--- src/rsc_pkg.sv ---
// Constants, encodings and types shared by the reset source controller
package rsc_pkg;

    // Core clock
    localparam int CLK_MHZ = 250;

    // Pin and detector persistence times, in ns
    localparam int PIN_MIN_PULSE_NS  = 500;
    localparam int BOD_PERSIST_HI_NS = 9000;
    localparam int BOD_PERSIST_LO_NS = 21000;

    // Filter counts in core cycles; the pin figure rounds down so a 500 ns pulse always trips
    localparam int PIN_FILT_CYC = (PIN_MIN_PULSE_NS * CLK_MHZ) / 1000;
    localparam int BOD_FILT_HI_CYC = (BOD_PERSIST_HI_NS * CLK_MHZ + 999) / 1000;
    localparam int BOD_FILT_LO_CYC = (BOD_PERSIST_LO_NS * CLK_MHZ + 999) / 1000;
    localparam int POR_FILT_CYC = 1;
    localparam int FILT_W = 13;

    // Start-up time-out lengths in watchdog oscillator cycles
    localparam int TOUT_W             = 17;
    localparam int TOUT_SHORT_CYC     = 8;
    localparam int TOUT_SHORT_BOD_CYC = 32;
    localparam int TOUT_MID_LO_CYC    = 1024;
    localparam int TOUT_MID_HI_CYC    = 4096;
    localparam int TOUT_LONG_LO_CYC   = 16384;
    localparam int TOUT_LONG_HI_CYC   = 65536;

    // Register port
    localparam int ADDR_W = 8;
    localparam int DATA_W = 8;
    localparam logic [ADDR_W-1:0] OFF_STATUS = 8'h00;
    localparam logic [ADDR_W-1:0] OFF_CTRL   = 8'h01;

    // Status fields
    localparam int FLAG_W   = 4;
    localparam int BIT_POR  = 0;
    localparam int BIT_PIN  = 1;
    localparam int BIT_BOD  = 2;
    localparam int BIT_WDT  = 3;

    // Control fields
    localparam int CTRL_W    = 2;
    localparam int CTRL_COMPARATOR_BANDGAP_SELECT = 0;
    localparam int CTRL_ADC  = 1;

    // Start-up delay classes picked by the clock select fuses
    typedef enum logic [1:0] {TC_SHORT, TC_MID, TC_LONG} rsc_tout_class_t;

    // Core reset sequencer
    typedef enum logic [1:0] {ST_HOLD, ST_COUNT, ST_RUN} rsc_state_t;

endpackage : rsc_pkg

--- src/rsc_sync_filter.sv ---
// Three-stage synchroniser with a persistence filter for one asynchronous level
`timescale 1ns/1ps
module rsc_sync_filter
    import rsc_pkg::*;
#(
    parameter bit ACT_LOW = 1'b0,
    parameter int CNT_W   = FILT_W
)(
    // Clock and reset
    input  wire logic             clk_sys_i,
    input  wire logic             sys_rst_i,
    // Level from outside the clock domain
    input  wire logic             async_i,
    // Cycles the level must persist
    input  wire logic [CNT_W-1:0] limit_i,
    // Filtered, active-high detection
    output logic                  det_o
);

    typedef struct packed {
        logic             s1;
        logic             s2;
        logic             s3;
        logic             stable;
        logic [CNT_W-1:0] cnt;
        logic             det;
    } rsc_filt_st_t;

    localparam rsc_filt_st_t FILT_RST = '{s1: ACT_LOW, s2: ACT_LOW, s3: ACT_LOW,
                                          stable: ACT_LOW, cnt: '0, det: 1'b0};

    rsc_filt_st_t q_ff;
    rsc_filt_st_t nxt_q;
    logic         active;

    always_comb
    begin
        nxt_q    = q_ff;
        nxt_q.s1 = async_i;
        nxt_q.s2 = q_ff.s1;
        nxt_q.s3 = q_ff.s2;
        // Only the agreed later stages are trusted, never the first flop
        if (q_ff.s2 == q_ff.s3)
        begin
            nxt_q.stable = q_ff.s3;
        end
        active = q_ff.stable ^ ACT_LOW;
        if (!active)
        begin
            // Release is immediate; only assertion is filtered
            nxt_q.cnt = '0;
            nxt_q.det = 1'b0;
        end
        else if ((q_ff.cnt + 1'b1) >= limit_i)
        begin
            nxt_q.det = 1'b1;
        end
        else
        begin
            nxt_q.cnt = q_ff.cnt + 1'b1;
        end
    end

    always_ff @(posedge clk_sys_i)
    begin
        if (sys_rst_i)
        begin
            q_ff <= FILT_RST;
        end
        else
        begin
            q_ff <= nxt_q;
        end
    end

    assign det_o = q_ff.det;

endmodule : rsc_sync_filter

--- src/rsc_reset_source_controller.sv ---
// Reset source combiner, start-up delay timer, reset cause status and reference enable
//
// The implementer's own choices: the plain strobed port and the register addresses.
`timescale 1ns/1ps
module rsc_reset_source_controller
    import rsc_pkg::*;
#(
    parameter int BOD_HI_CYC        = BOD_FILT_HI_CYC,
    parameter int BOD_LO_CYC        = BOD_FILT_LO_CYC,
    parameter int TOUT_SHORT        = TOUT_SHORT_CYC,
    parameter int TOUT_SHORT_BOD    = TOUT_SHORT_BOD_CYC,
    parameter int TOUT_MID_LO       = TOUT_MID_LO_CYC,
    parameter int TOUT_MID_HI       = TOUT_MID_HI_CYC,
    parameter int TOUT_LONG_LO      = TOUT_LONG_LO_CYC,
    parameter int TOUT_LONG_HI      = TOUT_LONG_HI_CYC
)(
    // Clock and reset
    input  wire logic              clk_sys_i,
    input  wire logic              sys_rst_i,
    // Reset sources
    input  wire logic              reset_pin_n_i,
    input  wire logic              poweron_low_i,
    input  wire logic              brownout_detector_low_i,
    input  wire logic              wdt_timeout_i,
    input  wire logic              wdt_osc_i,
    // Fuses, 1 means programmed
    input  wire logic              brownout_enable_fuse_i,
    input  wire logic              brownout_level_fuse_i,
    input  wire logic [3:0]        clock_select_fuses_i,
    // Register port
    input  wire logic [ADDR_W-1:0] reg_addr_i,
    input  wire logic [DATA_W-1:0] reg_wdata_i,
    input  wire logic              reg_wr_i,
    input  wire logic              reg_rd_i,
    output logic      [DATA_W-1:0] reg_rdata_o,
    // Reset and reference outputs
    output logic                   core_rst_o,
    output logic                   wdt_rst_pulse_o,
    output logic                   brownout_threshold_hi_o,
    output logic                   bandgap_en_o
);

    typedef struct packed {
        rsc_state_t        state;
        logic [TOUT_W-1:0] tcnt;
        logic [TOUT_W-1:0] target;
        logic              core_rst;
        logic              osc_s1;
        logic              osc_s2;
        logic              osc_s3;
        logic              osc_lvl;
        logic              osc_prev;
        logic              wdt_in_prev;
        logic              wdt_pulse;
        logic              pin_prev;
        logic              bod_prev;
        logic [FLAG_W-1:0] flags;
        logic [CTRL_W-1:0] ctrl;
        logic [DATA_W-1:0] rdata;
        logic              bgap;
        logic              thr_hi;
    } rsc_st_t;

    localparam rsc_st_t ST_RST = '{state: ST_HOLD, tcnt: '0, target: '0, core_rst: 1'b1,
                                   osc_s1: 1'b0, osc_s2: 1'b0, osc_s3: 1'b0,
                                   osc_lvl: 1'b0, osc_prev: 1'b0, wdt_in_prev: 1'b0,
                                   wdt_pulse: 1'b0, pin_prev: 1'b0, bod_prev: 1'b0,
                                   flags: '0, ctrl: '0, rdata: '0, bgap: 1'b0,
                                   thr_hi: 1'b0};

    rsc_st_t q_ff;
    rsc_st_t nxt_q;

    logic              pin_det;
    logic              bod_det;
    logic              por_det;
    logic              pin_rst;
    logic              bod_rst;
    logic              hold;
    logic              tick;
    logic [FILT_W-1:0] bod_limit;

    // Delay length from the fuses; short class gains the extra margin with brown-out on
    function automatic logic [TOUT_W-1:0] tout_target(input logic [3:0] sel,
                                                      input logic       lvl_hi,
                                                      input logic       bod_en);
        rsc_tout_class_t cls;
        cls = TC_LONG;
        case (sel)
            4'h1, 4'h4, 4'h7, 4'hc, 4'hf: cls = TC_SHORT;
            4'h0, 4'h3, 4'h6, 4'hb, 4'he: cls = TC_MID;
            default:                      cls = TC_LONG;
        endcase
        case (cls)
            TC_SHORT: tout_target = bod_en ? TOUT_W'(TOUT_SHORT_BOD) : TOUT_W'(TOUT_SHORT);
            TC_MID:   tout_target = lvl_hi ? TOUT_W'(TOUT_MID_HI) : TOUT_W'(TOUT_MID_LO);
            default:  tout_target = lvl_hi ? TOUT_W'(TOUT_LONG_HI) : TOUT_W'(TOUT_LONG_LO);
        endcase
    endfunction : tout_target

    // Brown-out persistence depends on the chosen trigger level
    assign bod_limit = brownout_level_fuse_i ? FILT_W'(BOD_HI_CYC) : FILT_W'(BOD_LO_CYC);

    rsc_sync_filter #(
        .ACT_LOW (1'b1),
        .CNT_W   (FILT_W)
    ) u_pin_filt (
        .clk_sys_i (clk_sys_i),
        .sys_rst_i (sys_rst_i),
        .async_i   (reset_pin_n_i),
        .limit_i   (FILT_W'(PIN_FILT_CYC)),
        .det_o     (pin_det)
    );

    rsc_sync_filter #(
        .ACT_LOW (1'b0),
        .CNT_W   (FILT_W)
    ) u_bod_filt (
        .clk_sys_i (clk_sys_i),
        .sys_rst_i (sys_rst_i),
        .async_i   (brownout_detector_low_i),
        .limit_i   (bod_limit),
        .det_o     (bod_det)
    );

    rsc_sync_filter #(
        .ACT_LOW (1'b0),
        .CNT_W   (FILT_W)
    ) u_por_filt (
        .clk_sys_i (clk_sys_i),
        .sys_rst_i (sys_rst_i),
        .async_i   (poweron_low_i),
        .limit_i   (FILT_W'(POR_FILT_CYC)),
        .det_o     (por_det)
    );

    always_comb
    begin
        nxt_q = q_ff;

        // Sources
        pin_rst = pin_det;
        bod_rst = bod_det & brownout_enable_fuse_i;
        hold    = pin_rst | bod_rst | por_det | q_ff.wdt_pulse;

        // Watchdog oscillator sampled as a slow level; its rising edge is one tick
        nxt_q.osc_s1 = wdt_osc_i;
        nxt_q.osc_s2 = q_ff.osc_s1;
        nxt_q.osc_s3 = q_ff.osc_s2;
        if (q_ff.osc_s2 == q_ff.osc_s3)
        begin
            nxt_q.osc_lvl = q_ff.osc_s3;
        end
        nxt_q.osc_prev = q_ff.osc_lvl;
        tick           = q_ff.osc_lvl & ~q_ff.osc_prev;

        // Watchdog time-out becomes exactly one core cycle of reset
        nxt_q.wdt_in_prev = wdt_timeout_i;
        nxt_q.wdt_pulse   = wdt_timeout_i & ~q_ff.wdt_in_prev;

        // Core reset sequencer
        case (q_ff.state)
            ST_HOLD:
            begin
                nxt_q.core_rst = 1'b1;
                if (!hold)
                begin
                    // Last source gone, including the watchdog pulse falling edge
                    nxt_q.state  = ST_COUNT;
                    nxt_q.tcnt   = '0;
                    nxt_q.target = tout_target(clock_select_fuses_i, brownout_level_fuse_i,
                                               brownout_enable_fuse_i);
                end
            end
            ST_COUNT:
            begin
                nxt_q.core_rst = 1'b1;
                if (hold)
                begin
                    nxt_q.state = ST_HOLD;
                end
                else if (tick)
                begin
                    if ((q_ff.tcnt + 1'b1) >= q_ff.target)
                    begin
                        nxt_q.state    = ST_RUN;
                        nxt_q.core_rst = 1'b0;
                    end
                    else
                    begin
                        nxt_q.tcnt = q_ff.tcnt + 1'b1;
                    end
                end
            end
            ST_RUN:
            begin
                if (hold)
                begin
                    // No further delay on the way in: any source past its filter, or the watchdog pulse, acts at once
                    nxt_q.state    = ST_HOLD;
                    nxt_q.core_rst = 1'b1;
                end
            end
            default:
            begin
                nxt_q.state    = ST_HOLD;
                nxt_q.core_rst = 1'b1;
            end
        endcase

        // Cause flags: write zero clears, a new event wins over that clear
        nxt_q.pin_prev = pin_rst;
        nxt_q.bod_prev = bod_rst;
        if (reg_wr_i && (reg_addr_i == OFF_STATUS))
        begin
            nxt_q.flags = q_ff.flags & reg_wdata_i[FLAG_W-1:0];
        end
        if (q_ff.wdt_pulse)
        begin
            nxt_q.flags[BIT_WDT] = 1'b1;
        end
        if (bod_rst && !q_ff.bod_prev)
        begin
            nxt_q.flags[BIT_BOD] = 1'b1;
        end
        if (pin_rst && !q_ff.pin_prev)
        begin
            nxt_q.flags[BIT_PIN] = 1'b1;
        end
        if (por_det)
        begin
            // Power-on dominates the other causes but never clears its own flag
            nxt_q.flags[BIT_WDT] = 1'b0;
            nxt_q.flags[BIT_BOD] = 1'b0;
            nxt_q.flags[BIT_PIN] = 1'b0;
            nxt_q.flags[BIT_POR] = 1'b1;
        end

        // Control register
        if (reg_wr_i && (reg_addr_i == OFF_CTRL))
        begin
            nxt_q.ctrl = reg_wdata_i[CTRL_W-1:0];
        end

        // Read data stands only in the cycle after the strobe
        nxt_q.rdata = '0;
        if (reg_rd_i)
        begin
            case (reg_addr_i)
                OFF_STATUS: nxt_q.rdata = {{(DATA_W-FLAG_W){1'b0}}, q_ff.flags};
                OFF_CTRL:   nxt_q.rdata = {{(DATA_W-CTRL_W){1'b0}}, q_ff.ctrl};
                default:    nxt_q.rdata = '0;
            endcase
        end

        // Reference is kept off unless a user needs it, to save its standing current
        nxt_q.bgap = brownout_enable_fuse_i | q_ff.ctrl[CTRL_COMPARATOR_BANDGAP_SELECT]
                     | q_ff.ctrl[CTRL_ADC];
        nxt_q.thr_hi = brownout_level_fuse_i;
    end

    always_ff @(posedge clk_sys_i)
    begin
        if (sys_rst_i)
        begin
            q_ff <= ST_RST;
        end
        else
        begin
            q_ff <= nxt_q;
        end
    end

    assign reg_rdata_o             = q_ff.rdata;
    assign core_rst_o              = q_ff.core_rst;
    assign wdt_rst_pulse_o         = q_ff.wdt_pulse;
    assign brownout_threshold_hi_o = q_ff.thr_hi;
    assign bandgap_en_o            = q_ff.bgap;

endmodule : rsc_reset_source_controller

--- config.mk ---
export PLATFORM = sky130hd
export DESIGN_NAME = rsc_reset_source_controller
export DESIGN_NICKNAME = d
export VERILOG_FILES = /design/src/rsc_pkg.sv /design/src/rsc_sync_filter.sv /design/src/rsc_reset_source_controller.sv
export SDC_FILE = /design/constraint.sdc
export NUM_CORES = 1
export LEC_CHECK = 0
export BUFFER_PORTS_ARGS = -buffer_cell sky130_fd_sc_hd__buf_4
export CORE_ASPECT_RATIO = 0.6
export CORE_MARGIN = 1.5
export CORE_UTILIZATION = 49
export DETAILED_ROUTE_END_ITERATION = 10
export MAX_ROUTING_LAYER = met4
export PLACE_DENSITY = 0.7
export SETUP_SLACK_MARGIN = 0.3
export SKIP_CTS_REPAIR_TIMING = 1
export SLEW_MARGIN = 10
export SYNTH_ARGS = -nofsm -noshare
export SYNTH_HDL_FRONTEND = slang
export SYNTH_HIERARCHICAL = 1
export SYNTH_SLANG_ARGS = --single-unit
--- constraint.sdc ---
create_clock -name clk_sys_i -period 3.6 [get_ports clk_sys_i]
set_clock_uncertainty 0.1 [all_clocks]
set_input_delay 0.72 -clock clk_sys_i [delete_from_list [all_inputs] [get_ports clk_sys_i]]
set_output_delay 0.72 -clock clk_sys_i [all_outputs]
set_load 0.1 [all_outputs]
# After elaboration in Yosys (flattened, before gate mapping)
# Memories as Yosys holds them, arrays and structs flattened.
# Cells that the tools add are included.
# classes
n_eq_ne	15
n_lt_le_gt_ge	4
muxes	27
bitwise	15
n_reduce_logical	22
add_sub_neg	4
# ops
cell	count
$pmux W17 S2	2
$mux W17	3
$add A13 B1 Y13 const B	3
$mux W36	1
$mux W13	2
$mux W19	1
$add A17 B1 Y17 const B	1
$ge A17 B17 Y1	1
$ge A13 B1 Y1 const B	1
$ge A13 B13 Y1	1
$ge A13 B7 Y1 const B	1
$mux W2	5
$ne A2 B2 Y1 const B	5
$reduce_bool A2 Y1	5
$reduce_or A2 Y1	5
$eq A8 B1 Y1 const B	1
$logic_not A8 Y1	1
$mux W1	8
$pmux W4 S2	1
$mux W6	1
$ne A3 B3 Y1 const B	2
$not A1 Y1	6
$pmux W2 S3	1
$or A1 B1 Y1	5
other kinds (13)	24
# word_totals
input_bits	31
regBits	116
out_inout_bits	12
elab_cells	127
mem_count	1
mem_bits_ro	32
# mem_list
name	words	word_bits	read_ports	rd_clocked_by_memory_dff	wr	line_no	text
(name not given)	16	2	1	0	0	rsc_reset_source_controller.sv:89	case (sel)

# Logic depth before layout (Yosys ltp)
# Gate-level depths: netlist (run 1).
# logic_depth
word_depth	10
ltp_mapped	16
ltp_nobuf	14

# Hierarchy
# The synthesis (run 1) kept the hierarchy.
# modules_own_cells
module	n_inst	seq_area_each_um2	cells_each	area_per_inst_um2
rsc_reset_source_controller	1	940.9	314	2633.8
rsc_sync_filter at u_bod_filt ...	2	360.3	147	1272.5
rsc_sync_filter at u_pin_filt	1	360.3	148	1234.9

# Least setup slack after synthesis (run 1)
# No wires, ideal clock.
# synth_path
kind	flip-flop to flip-flop
startpoint	register, netlist name q_ff[46]
endpoint	register, netlist name q_ff[43]
path_slack_ns	0.344
path_stages_with_launch	14
t_required_ns	3.427
n_path_buf	2
synth_period_minus_slack_ns	3.256
setup_ns	0.073
arrival_time_ns	3.083
cell_sequence	dfxtp_1 -> nand4_2 -> buf_2 -> nor4_1 -> xnor2_1 -> ha_1 -> nand3b_1 -> or4_1 -> o31a_1 -> a31oi_1 -> a21oi_1 -> a211o_4 -> buf_6 -> mux2i_4

==> results.json, run 1 <==
{
  "ys_top_cells_by_area": "dfxtp_1 32%, ha_1 10%, a21oi_1 4.1%",
  "synth_ff_type": "dfxtp_1",
  "die_h_um": 91.6,
  "start_kind": "flip-flop",
  "synth_edf_count": 0,
  "finalCriticalPeriod_ps": 3300,
  "final_util_pct": 59.7,
  "cts_buffer_depth": 2,
  "crit_required_ps": 3780,
  "hold_path_class": "reg2reg",
  "dieArea_um2": 13800,
  "async_flop_share_pct": 0,
  "rows": 32,
  "rsz0062_at_grt": "yes",
  "vias": 5790,
  "cts_tree": "done",
  "place_ws_ps": 185,
  "antenna_cells": 0,
  "viasPerCell": 5.74,
  "avgSynthCellArea_um2": 8.48,
  "numCtsBuffers": 9,
  "tightest_slew_ps": 821,
  "yosysTopAreaCell": "dfxtp_1",
  "core_area_um2": 12800,
  "synth.distinct_cells": 69,
  "yosysSeqAreaShare_pct": 31.5,
  "synth_area_um2": 6410,
  "io_pins": 43,
  "layout_setup_ws_ps": 297,
  "finalMaxSlewViolations": 0,
  "cts.reportedPaths.clkPinSlew_ps": 70,
  "clkSinkCount": 101,
  "final.fill_count": 1106,
  "first_pass_iters": 5,
  "crit_type": "reg2reg",
  "clock.fmax_mhz": 303,
  "antenna_left": 0,
  "htreeDepth": 3,
  "wire_per_inst_um": 15.1,
  "synthCells": 756,
  "grt_use_total_pct": 21.4,
  "finalSetupViolCount": 0,
  "routed_wl_um": 15300,
  "maxCapViolations": 0,
  "p_leak_nw": 3.07,
  "layout_common_cells": "88 x dfxtp_1, 64 x inv_1, 61 x buf_4",
  "antenna_found_initial": 0,
  "ir_drop_uv": 231,
  "end_kind": "flip-flop",
  "gp_congestion": 0.863,
  "grt-ovfl-total": 0,
  "io_buffer_count": 34,
  "cts_root_buf": "clkbuf_16",
  "yosys_warnings": 6,
  "place_inst": 970,
  "synth_top_area_share_pct": 31.5,
  "hpwl_um": 10100,
  "fp.dieW_um": 151,
  "final-instance-count-excl-fill": 1008,
  "hold_violations": 0,
  "arrival_ps": 3480,
  "grt_start_max_net_pins": 30,
  "mostFrequentLayoutCell": "dfxtp_1",
  "setup-tns-final_ps": 0,
  "nets": 916,
  "status": "finished clean",
  "ys_ff_latch": 101,
  "slew_headroom_pct": 44.7,
  "grt_pass1_vias": 5201,
  "drive_gt1_share_pct": 19.0,
  "grt_pass1_wl_um": 23400,
  "clock_latency_ps": 350,
  "start_util_pct": 50.1,
  "drc": 0,
  "power.density_nw_per_um2": 309,
  "cp_max_fo": 6,
  "min_period_over_period_pct": 91.7,
  "drt_iter0_drc": 460,
  "synthToLayoutAreaGrowth_pct": 19.3
}
==> routing by layer <==
layer / track usage, % / share of wire [%] / wire length [µm]
met1: 29.3 / 47 / 7240
met2: 33.0 / 45 / 6890
met3: 3.63 / 6.2 / 944
met4: 4.69 / 1.3 / 199
met5: - / 0 / 0
==> stage by stage <==
step / area (µm²) / hold slack [ps] / total power [mW]
global placement: 6870 / 275 / 1.35
CTS: 7170 / 283 / 2.35
finish: 7650 / 282 / 2.36
global route: 7650 / 308 / 2.45
floorplan: 6550 / 267 / 1.29
detailed placement: 6870 / 275 / 1.35
==> worst paths after layout <==
path / start / to / slack [ps] / cells after the start
worst max-delay path: q_ff[50] / q_ff[53] / 300 / 12
worst min-delay path: q_ff[19] / wdt_rst_pulse_o / 280 / 1
worst max register to register: q_ff[50] / q_ff[53] / 300 / 12
worst min register to register: q_ff[19] / wdt_rst_pulse_o / 280 / 1
==> synthesized netlist by cell type (8+ instances only) <==
| cell | instances |
|---|---|
| a211oi_1 | 9 |
| a21oi_1 | 53 |
| a31oi_1 | 10 |
| buf_2 | 10 |
| buf_4 | 12 |
| clkbuf_1 | 10 |
| dfxtp_1 | 101 |
| ha_1 | 52 |
| inv_1 | 64 |
| mux2i_1 | 8 |
| nand2_1 | 60 |
| nand3_1 | 26 |
| nand4_1 | 10 |
| nor2_1 | 43 |
| nor2b_1 | 15 |
| nor3_1 | 11 |
| nor4_1 | 11 |
| o211ai_1 | 17 |
| o21ai_0 | 24 |
| o21ai_2 | 9 |
| o31ai_1 | 26 |
| or4_1 | 31 |
| xnor2_1 | 30 |
| xor2_1 | 9 |
==> worst max-delay path, cell delays in order (launching register included) <==
cell      delay, ps
dfxtp_4         400
nand4_4         140
buf_6           160
nor4_4          250
xnor2_1         130
ha_1            350
nand3b_1        110
or4_1           470
o31a_1          140
a31oi_2         250
a21oi_4         140
a211o_2         420
o21ai_1         150
==> where the power goes <==
| group | internal, mW | switching, mW | total (mW) | leakage [nW] |
|---|---|---|---|---|
| clock | 0.549 | 0.451 | 1.00 | 0.148 |
| combinational | 0.0873 | 0.144 | 0.231 | 2.09 |
| sequential | 1.13 | 0.00616 | 1.13 | 0.826 |
| total | 1.76 | 0.601 | 2.36 | 3.07 |
==> cells by family after synthesis <==
group,after synthesis,share of synthesized area (%)
XOR/XNOR,39,5.33
flip-flops,101,31.5
multiplexers,10,1.78
AO/OA/AOI/OAI,183,19.2
buffers and inverters,103,7.78
other,2,0.117
AND/OR/NAND/NOR,266,24.2
adder cells (fa/ha/maj),52,10.1
==> state kept, by name (all words and copies together) (netlist names), 2 cells and up <==
name	flops
u_pin_filt/q_ff	15
reg_rdata_o	4
u_por_filt/q_ff	14
u_pin_filt/nxt_q	2
u_bod_filt/q_ff	14
u_bod_filt/nxt_q	2
q_ff	36
nxt_q	3
u_por_filt/nxt_q	2
==> final cells by class <==
cell class | count | area (µm²) | share of cell area (%)
sequential | 101 | 2050 | 26.8
tap | 170 | 213 | 2.78
inverter | 64 | 240 | 3.14
clock buffer | 9 | 225 | 2.94
multi-input combinational | 593 | 4330 | 56.6
clock inverter | 7 | 80.1 | 1.05
timing repair buffer | 64 | 514 | 6.72
Note: power is estimated with default switching activity, not from simulation.
==> inputs of run 2 (changes only) <==
Settings changed: CORE_ASPECT_RATIO 0.6 to default.
==> results.json, run 2 (synthesis results as in run 1) <==
{
  "hold_violations": 0,
  "htreeDepth": 3,
  "nets": 907,
  "dieArea_um2": 13800,
  "grt_pass1_wl_um": 23300,
  "core_area_um2": 12700,
  "rows": 41,
  "layout_common_cells": "90 x dfxtp_1, 64 x inv_1, 58 x nand2_1",
  "grt-ovfl-total": 0,
  "numCtsBuffers": 9,
  "io_buffer_count": 34,
  "power.total_mw": 2.29,
  "cp_cell_sequence": "ha_2 > nand2_4 > nor4_4 > xnor2_1 > ha_1 > nand3b_1 > or4_1 > o31a_1 > a31oi_4 > a21oi_4 > a211o_4 > a31oi_1",
  "cp_max_fo": 6,
  "grt_pass1_vias": 5185,
  "antenna_cells": 0,
  "io_pins": 43,
  "grt_use_total_pct": 20.8,
  "ir_drop_uv": 314,
  "crit_type": "reg2reg",
  "mostFrequentLayoutCell": "dfxtp_1",
  "fin_area_um2": 7520,
  "maxCapViolations": 0,
  "regMostFlops": "q_ff",
  "viasPerCell": 5.70,
  "largest_register_ffs": 36,
  "clkSinkCount": 101,
  "cp_top_family": "compound AO/OA/AOI/OAI gates",
  "drt_iter0_drc": 299,
  "grt_start_max_net_pins": 47,
  "clock_latency_ps": 350,
  "clock.fmax_mhz": 312,
  "antenna_found_initial": 0,
  "power.density_nw_per_um2": 304,
  "placed_area_um2": 6870,
  "crit_buf_inv": 0,
  "cts_buffer_depth": 2,
  "cts_root_buf": "clkbuf_16",
  "drc": 0,
  "antenna_left": 0,
  "crit_required_ps": 3770,
  "first_pass_iters": 5,
  "hpwl_um": 10100,
  "wire_per_inst_um": 14.7,
  "critPathMaxStageDelay_ps": 470,
  "p_leak_nw": 2.98,
  "cts_tree": "done",
  "rsz0062_at_grt": "yes",
  "hold_slack_ps": 298,
  "status": "finished clean",
  "finalSetupViolCount": 0,
  "reg.largest.list": "q_ff x36, u_pin_filt/q_ff x15",
  "routed_wl_um": 14700,
  "start_kind": "flip-flop",
  "slew_headroom_pct": 17.2,
  "vias": 5704,
  "start_util_pct": 50.6,
  "cts.reportedPaths.clkPinSlew_ps": 60,
  "finalMaxSlewViolations": 0,
  "tightest_slew_ps": 1230,
  "setup-tns-final_ps": 0,
  "hold_path_class": "reg2reg",
  "finalCriticalPeriod_ps": 3210,
  "arrival_ps": 3380,
  "synthToLayoutAreaGrowth_pct": 17.2,
  "fp.dieW_um": 117,
  "gp_congestion": 0.812,
  "end_kind": "flip-flop",
  "cp_slowest_cell": "or4_1",
  "drive_gt1_share_pct": 17.5,
  "min_period_over_period_pct": 89.1,
  "die_h_um": 117
}
run 2: worst paths after layout:
check,endpoint,slack [ps],startpoint,cells after the start
worst max register to register,q_ff[50],390,q_ff[43],12
worst min-delay path,wdt_rst_pulse_o,300,q_ff[19],1
worst max-delay path,q_ff[50],390,q_ff[43],12
worst min register to register,wdt_rst_pulse_o,300,q_ff[19],1
run 2: stage by stage:
stage          instances  setup WS (ps)  utilization (%)
6_report            1000            392             59.3
5_1_grt             1000            232             59.3
4_1_cts              987           88.2             56.5
3_5_place_dp         972            111             54.2
3_3_place_gp         972            208             54.2
2_1_floorplan        792            344                -
run 2: report_power, final:
group	internal, mW	leakage, nW	switching [mW]
Sequential	1.13	0.824	0.00688
Combinational	0.0752	2.02	0.137
Clock	0.534	0.132	0.406
Total	1.74	2.98	0.549
run 2: area by class of cell:
| cell class | instances | area (µm²) |
|---|---|---|
| clock buffer | 11 | 233 |
| sequential | 101 | 2040 |
| clock inverter | 4 | 50.0 |
| fill | 1125 | 5150 |
| multi-input combinational | 592 | 4300 |
| inverter | 64 | 240 |
| tap | 172 | 215 |
| timing repair buffer | 56 | 433 |
run 2: metal layers:
metal	share of wire, %	GRT usage, %	routed length, µm	vias to the layer above
met5	0	-	0	-
met4	1.8	6.71	257	0
met3	4.2	4.38	618	21
met2	50	35.3	7400	120
met1	44	24.5	6390	2722
li1	-	-	-	2841
==> inputs of run 3 (changes only) <==
Settings changed: CORE_ASPECT_RATIO from default to 1.1.
==> results.json, run 3 (synthesis results as in run 1) <==
{
  "status": "finished with violations",
  "failed_checks": "design-rule violations",
  "core_area_um2": 12700,
  "largest_register_ffs": 36,
  "drt_iter0_drc": 295,
  "drc": 6,
  "fp.dieW_um": 112,
  "routed_wl_um": 14100,
  "final-instance-count-excl-fill": 983,
  "vias": 5572,
  "synthToLayoutAreaGrowth_pct": 15.5,
  "clkSinkCount": 101,
  "grt_pass1_vias": 5139,
  "antenna_left": 0,
  "start_kind": "flip-flop",
  "grt-ovfl-total": 0,
  "arrival_ps": 3340,
  "grt_pass1_wl_um": 22500,
  "cp_cell_sequence": "nand4_4 > nor4_4 > xnor2_1 > ha_1 > nand3b_1 > or4_1 > o31a_1 > a31oi_1 > a21oi_2 > a211o_4 > a31oi_1",
  "power.internal_mw": 1.68,
  "antenna_cells": 0,
  "gp_congestion": 0.825,
  "p_leak_nw": 2.95,
  "finalSetupViolCount": 0,
  "hold_path_class": "reg2reg",
  "clkPwrFrac_pct": 40.7,
  "min_period_over_period_pct": 88.4,
  "finalMaxSlewViolations": 0,
  "hpwl_um": 9830,
  "cp_max_fo": 9,
  "tightest_slew_ps": 1150,
  "clock_latency_ps": 350,
  "antenna_found_initial": 0,
  "rsz0062_at_grt": "yes",
  "clock.fmax_mhz": 314,
  "power.density_nw_per_um2": 304,
  "place_inst": 954,
  "ir_drop_uv": 229,
  "p_switching_uw": 576,
  "io_buffer_count": 34,
  "grt_use_total_pct": 20.2,
  "sequentialPowerShare_pct": 50.3,
  "cts_root_buf": "clkbuf_16",
  "layout_common_cells": "87 x dfxtp_1, 64 x inv_1, 59 x nand2_1",
  "dieArea_um2": 13800,
  "wire_per_inst_um": 14.3,
  "first_pass_iters": 8,
  "numCtsBuffers": 9,
  "switching_share_pct": 25.6,
  "maxCapViolations": 0,
  "drive_gt1_share_pct": 16.8,
  "start_util_pct": 50.5,
  "cts_tree": "done",
  "cts_buffer_depth": 2,
  "cp_common_cell": "a31oi_1",
  "nets": 904,
  "htreeDepth": 3,
  "io_pins": 43,
  "end_kind": "flip-flop",
  "viasPerCell": 5.67,
  "reg.largest.list": "q_ff x36, u_pin_filt/q_ff x15",
  "mostFrequentLayoutCell": "dfxtp_1",
  "cp_slowest_cell": "or4_1",
  "setup-tns-final_ps": 0,
  "finalCriticalPeriod_ps": 3180,
  "slew_headroom_pct": 22.7,
  "hold_violations": 0,
  "crit_type": "reg2reg",
  "min_delay_path_depth": 1,
  "ff2ff_path_depth": 11,
  "crit_required_ps": 3760,
  "critPathMaxStageDelay_ps": 470,
  "cts.reportedPaths.clkPinSlew_ps": 70,
  "rows": 43,
  "regMostFlops": "q_ff",
  "pwr-share-comb_pct": 9.1,
  "die_h_um": 123,
  "grt_start_max_net_pins": 47
}
==> run 3: path summary, 6_finish.rpt <==
path,slack (ps),startpoint,end
setup reg to reg,420,q_ff[50],q_ff[45]
setup / recovery,420,q_ff[50],q_ff[45]
hold / removal,290,q_ff[19],wdt_rst_pulse_o
hold reg to reg,290,q_ff[19],wdt_rst_pulse_o
==> run 3: layer usage <==
| metal | GRT usage [%] | routed length, µm |
|---|---|---|
| met5 | - | 0 |
| met4 | 6.49 | 189 |
| met3 | 3.77 | 501 |
| met2 | 35.8 | 7260 |
| met1 | 23.4 | 6140 |
==> run 3: worst max-delay path: cells and delay by family, from the launching register on <==
family | cells | cell delay (ps)
adders and majority gates | 1 | 330
and+or+nand+nor | 4 | 1060
DFF | 1 | 400
xor gates and xnor gates | 1 | 120
AOI/OAI and AO/OA | 5 | 1090
==> run 3: layout make-up <==
type / count / area [µm²]
fill: 1122 / 5290
timing repair buffer: 54 / 413
tap: 157 / 196
sequential: 101 / 2050
multi-input combinational: 591 / 4230
clock buffer: 11 / 233
inverter: 64 / 240
clock inverter: 5 / 43.8
==> run 3: power by group through the flow <==
stage	sequential [mW]	clock, mW	combinational [mW]
6_report	1.13	0.915	0.204
5_1_grt	1.13	0.988	0.228
4_1_cts	1.14	0.944	0.187
2_1_floorplan	1.17	0	0.117
3_5_place_dp	1.16	0	0.186
3_3_place_gp	1.16	0	0.180
==> run 3: per-stage QoR <==
stage / instance area (µm²) / setup slack, ps / total power [mW] / hold WS [ps] / util [%]
finish: 7400 / 419 / 2.25 / 289 / 58.3
global route: 7400 / 200 / 2.35 / 309 / 58.3
CTS: 7090 / 140 / 2.27 / 286 / 55.9
detailed placement: 6820 / 161 / 1.35 / 277 / 53.7
global placement: 6820 / 223 / 1.34 / 274 / 53.7
floorplan: 6550 / 344 / 1.29 / 267 / -
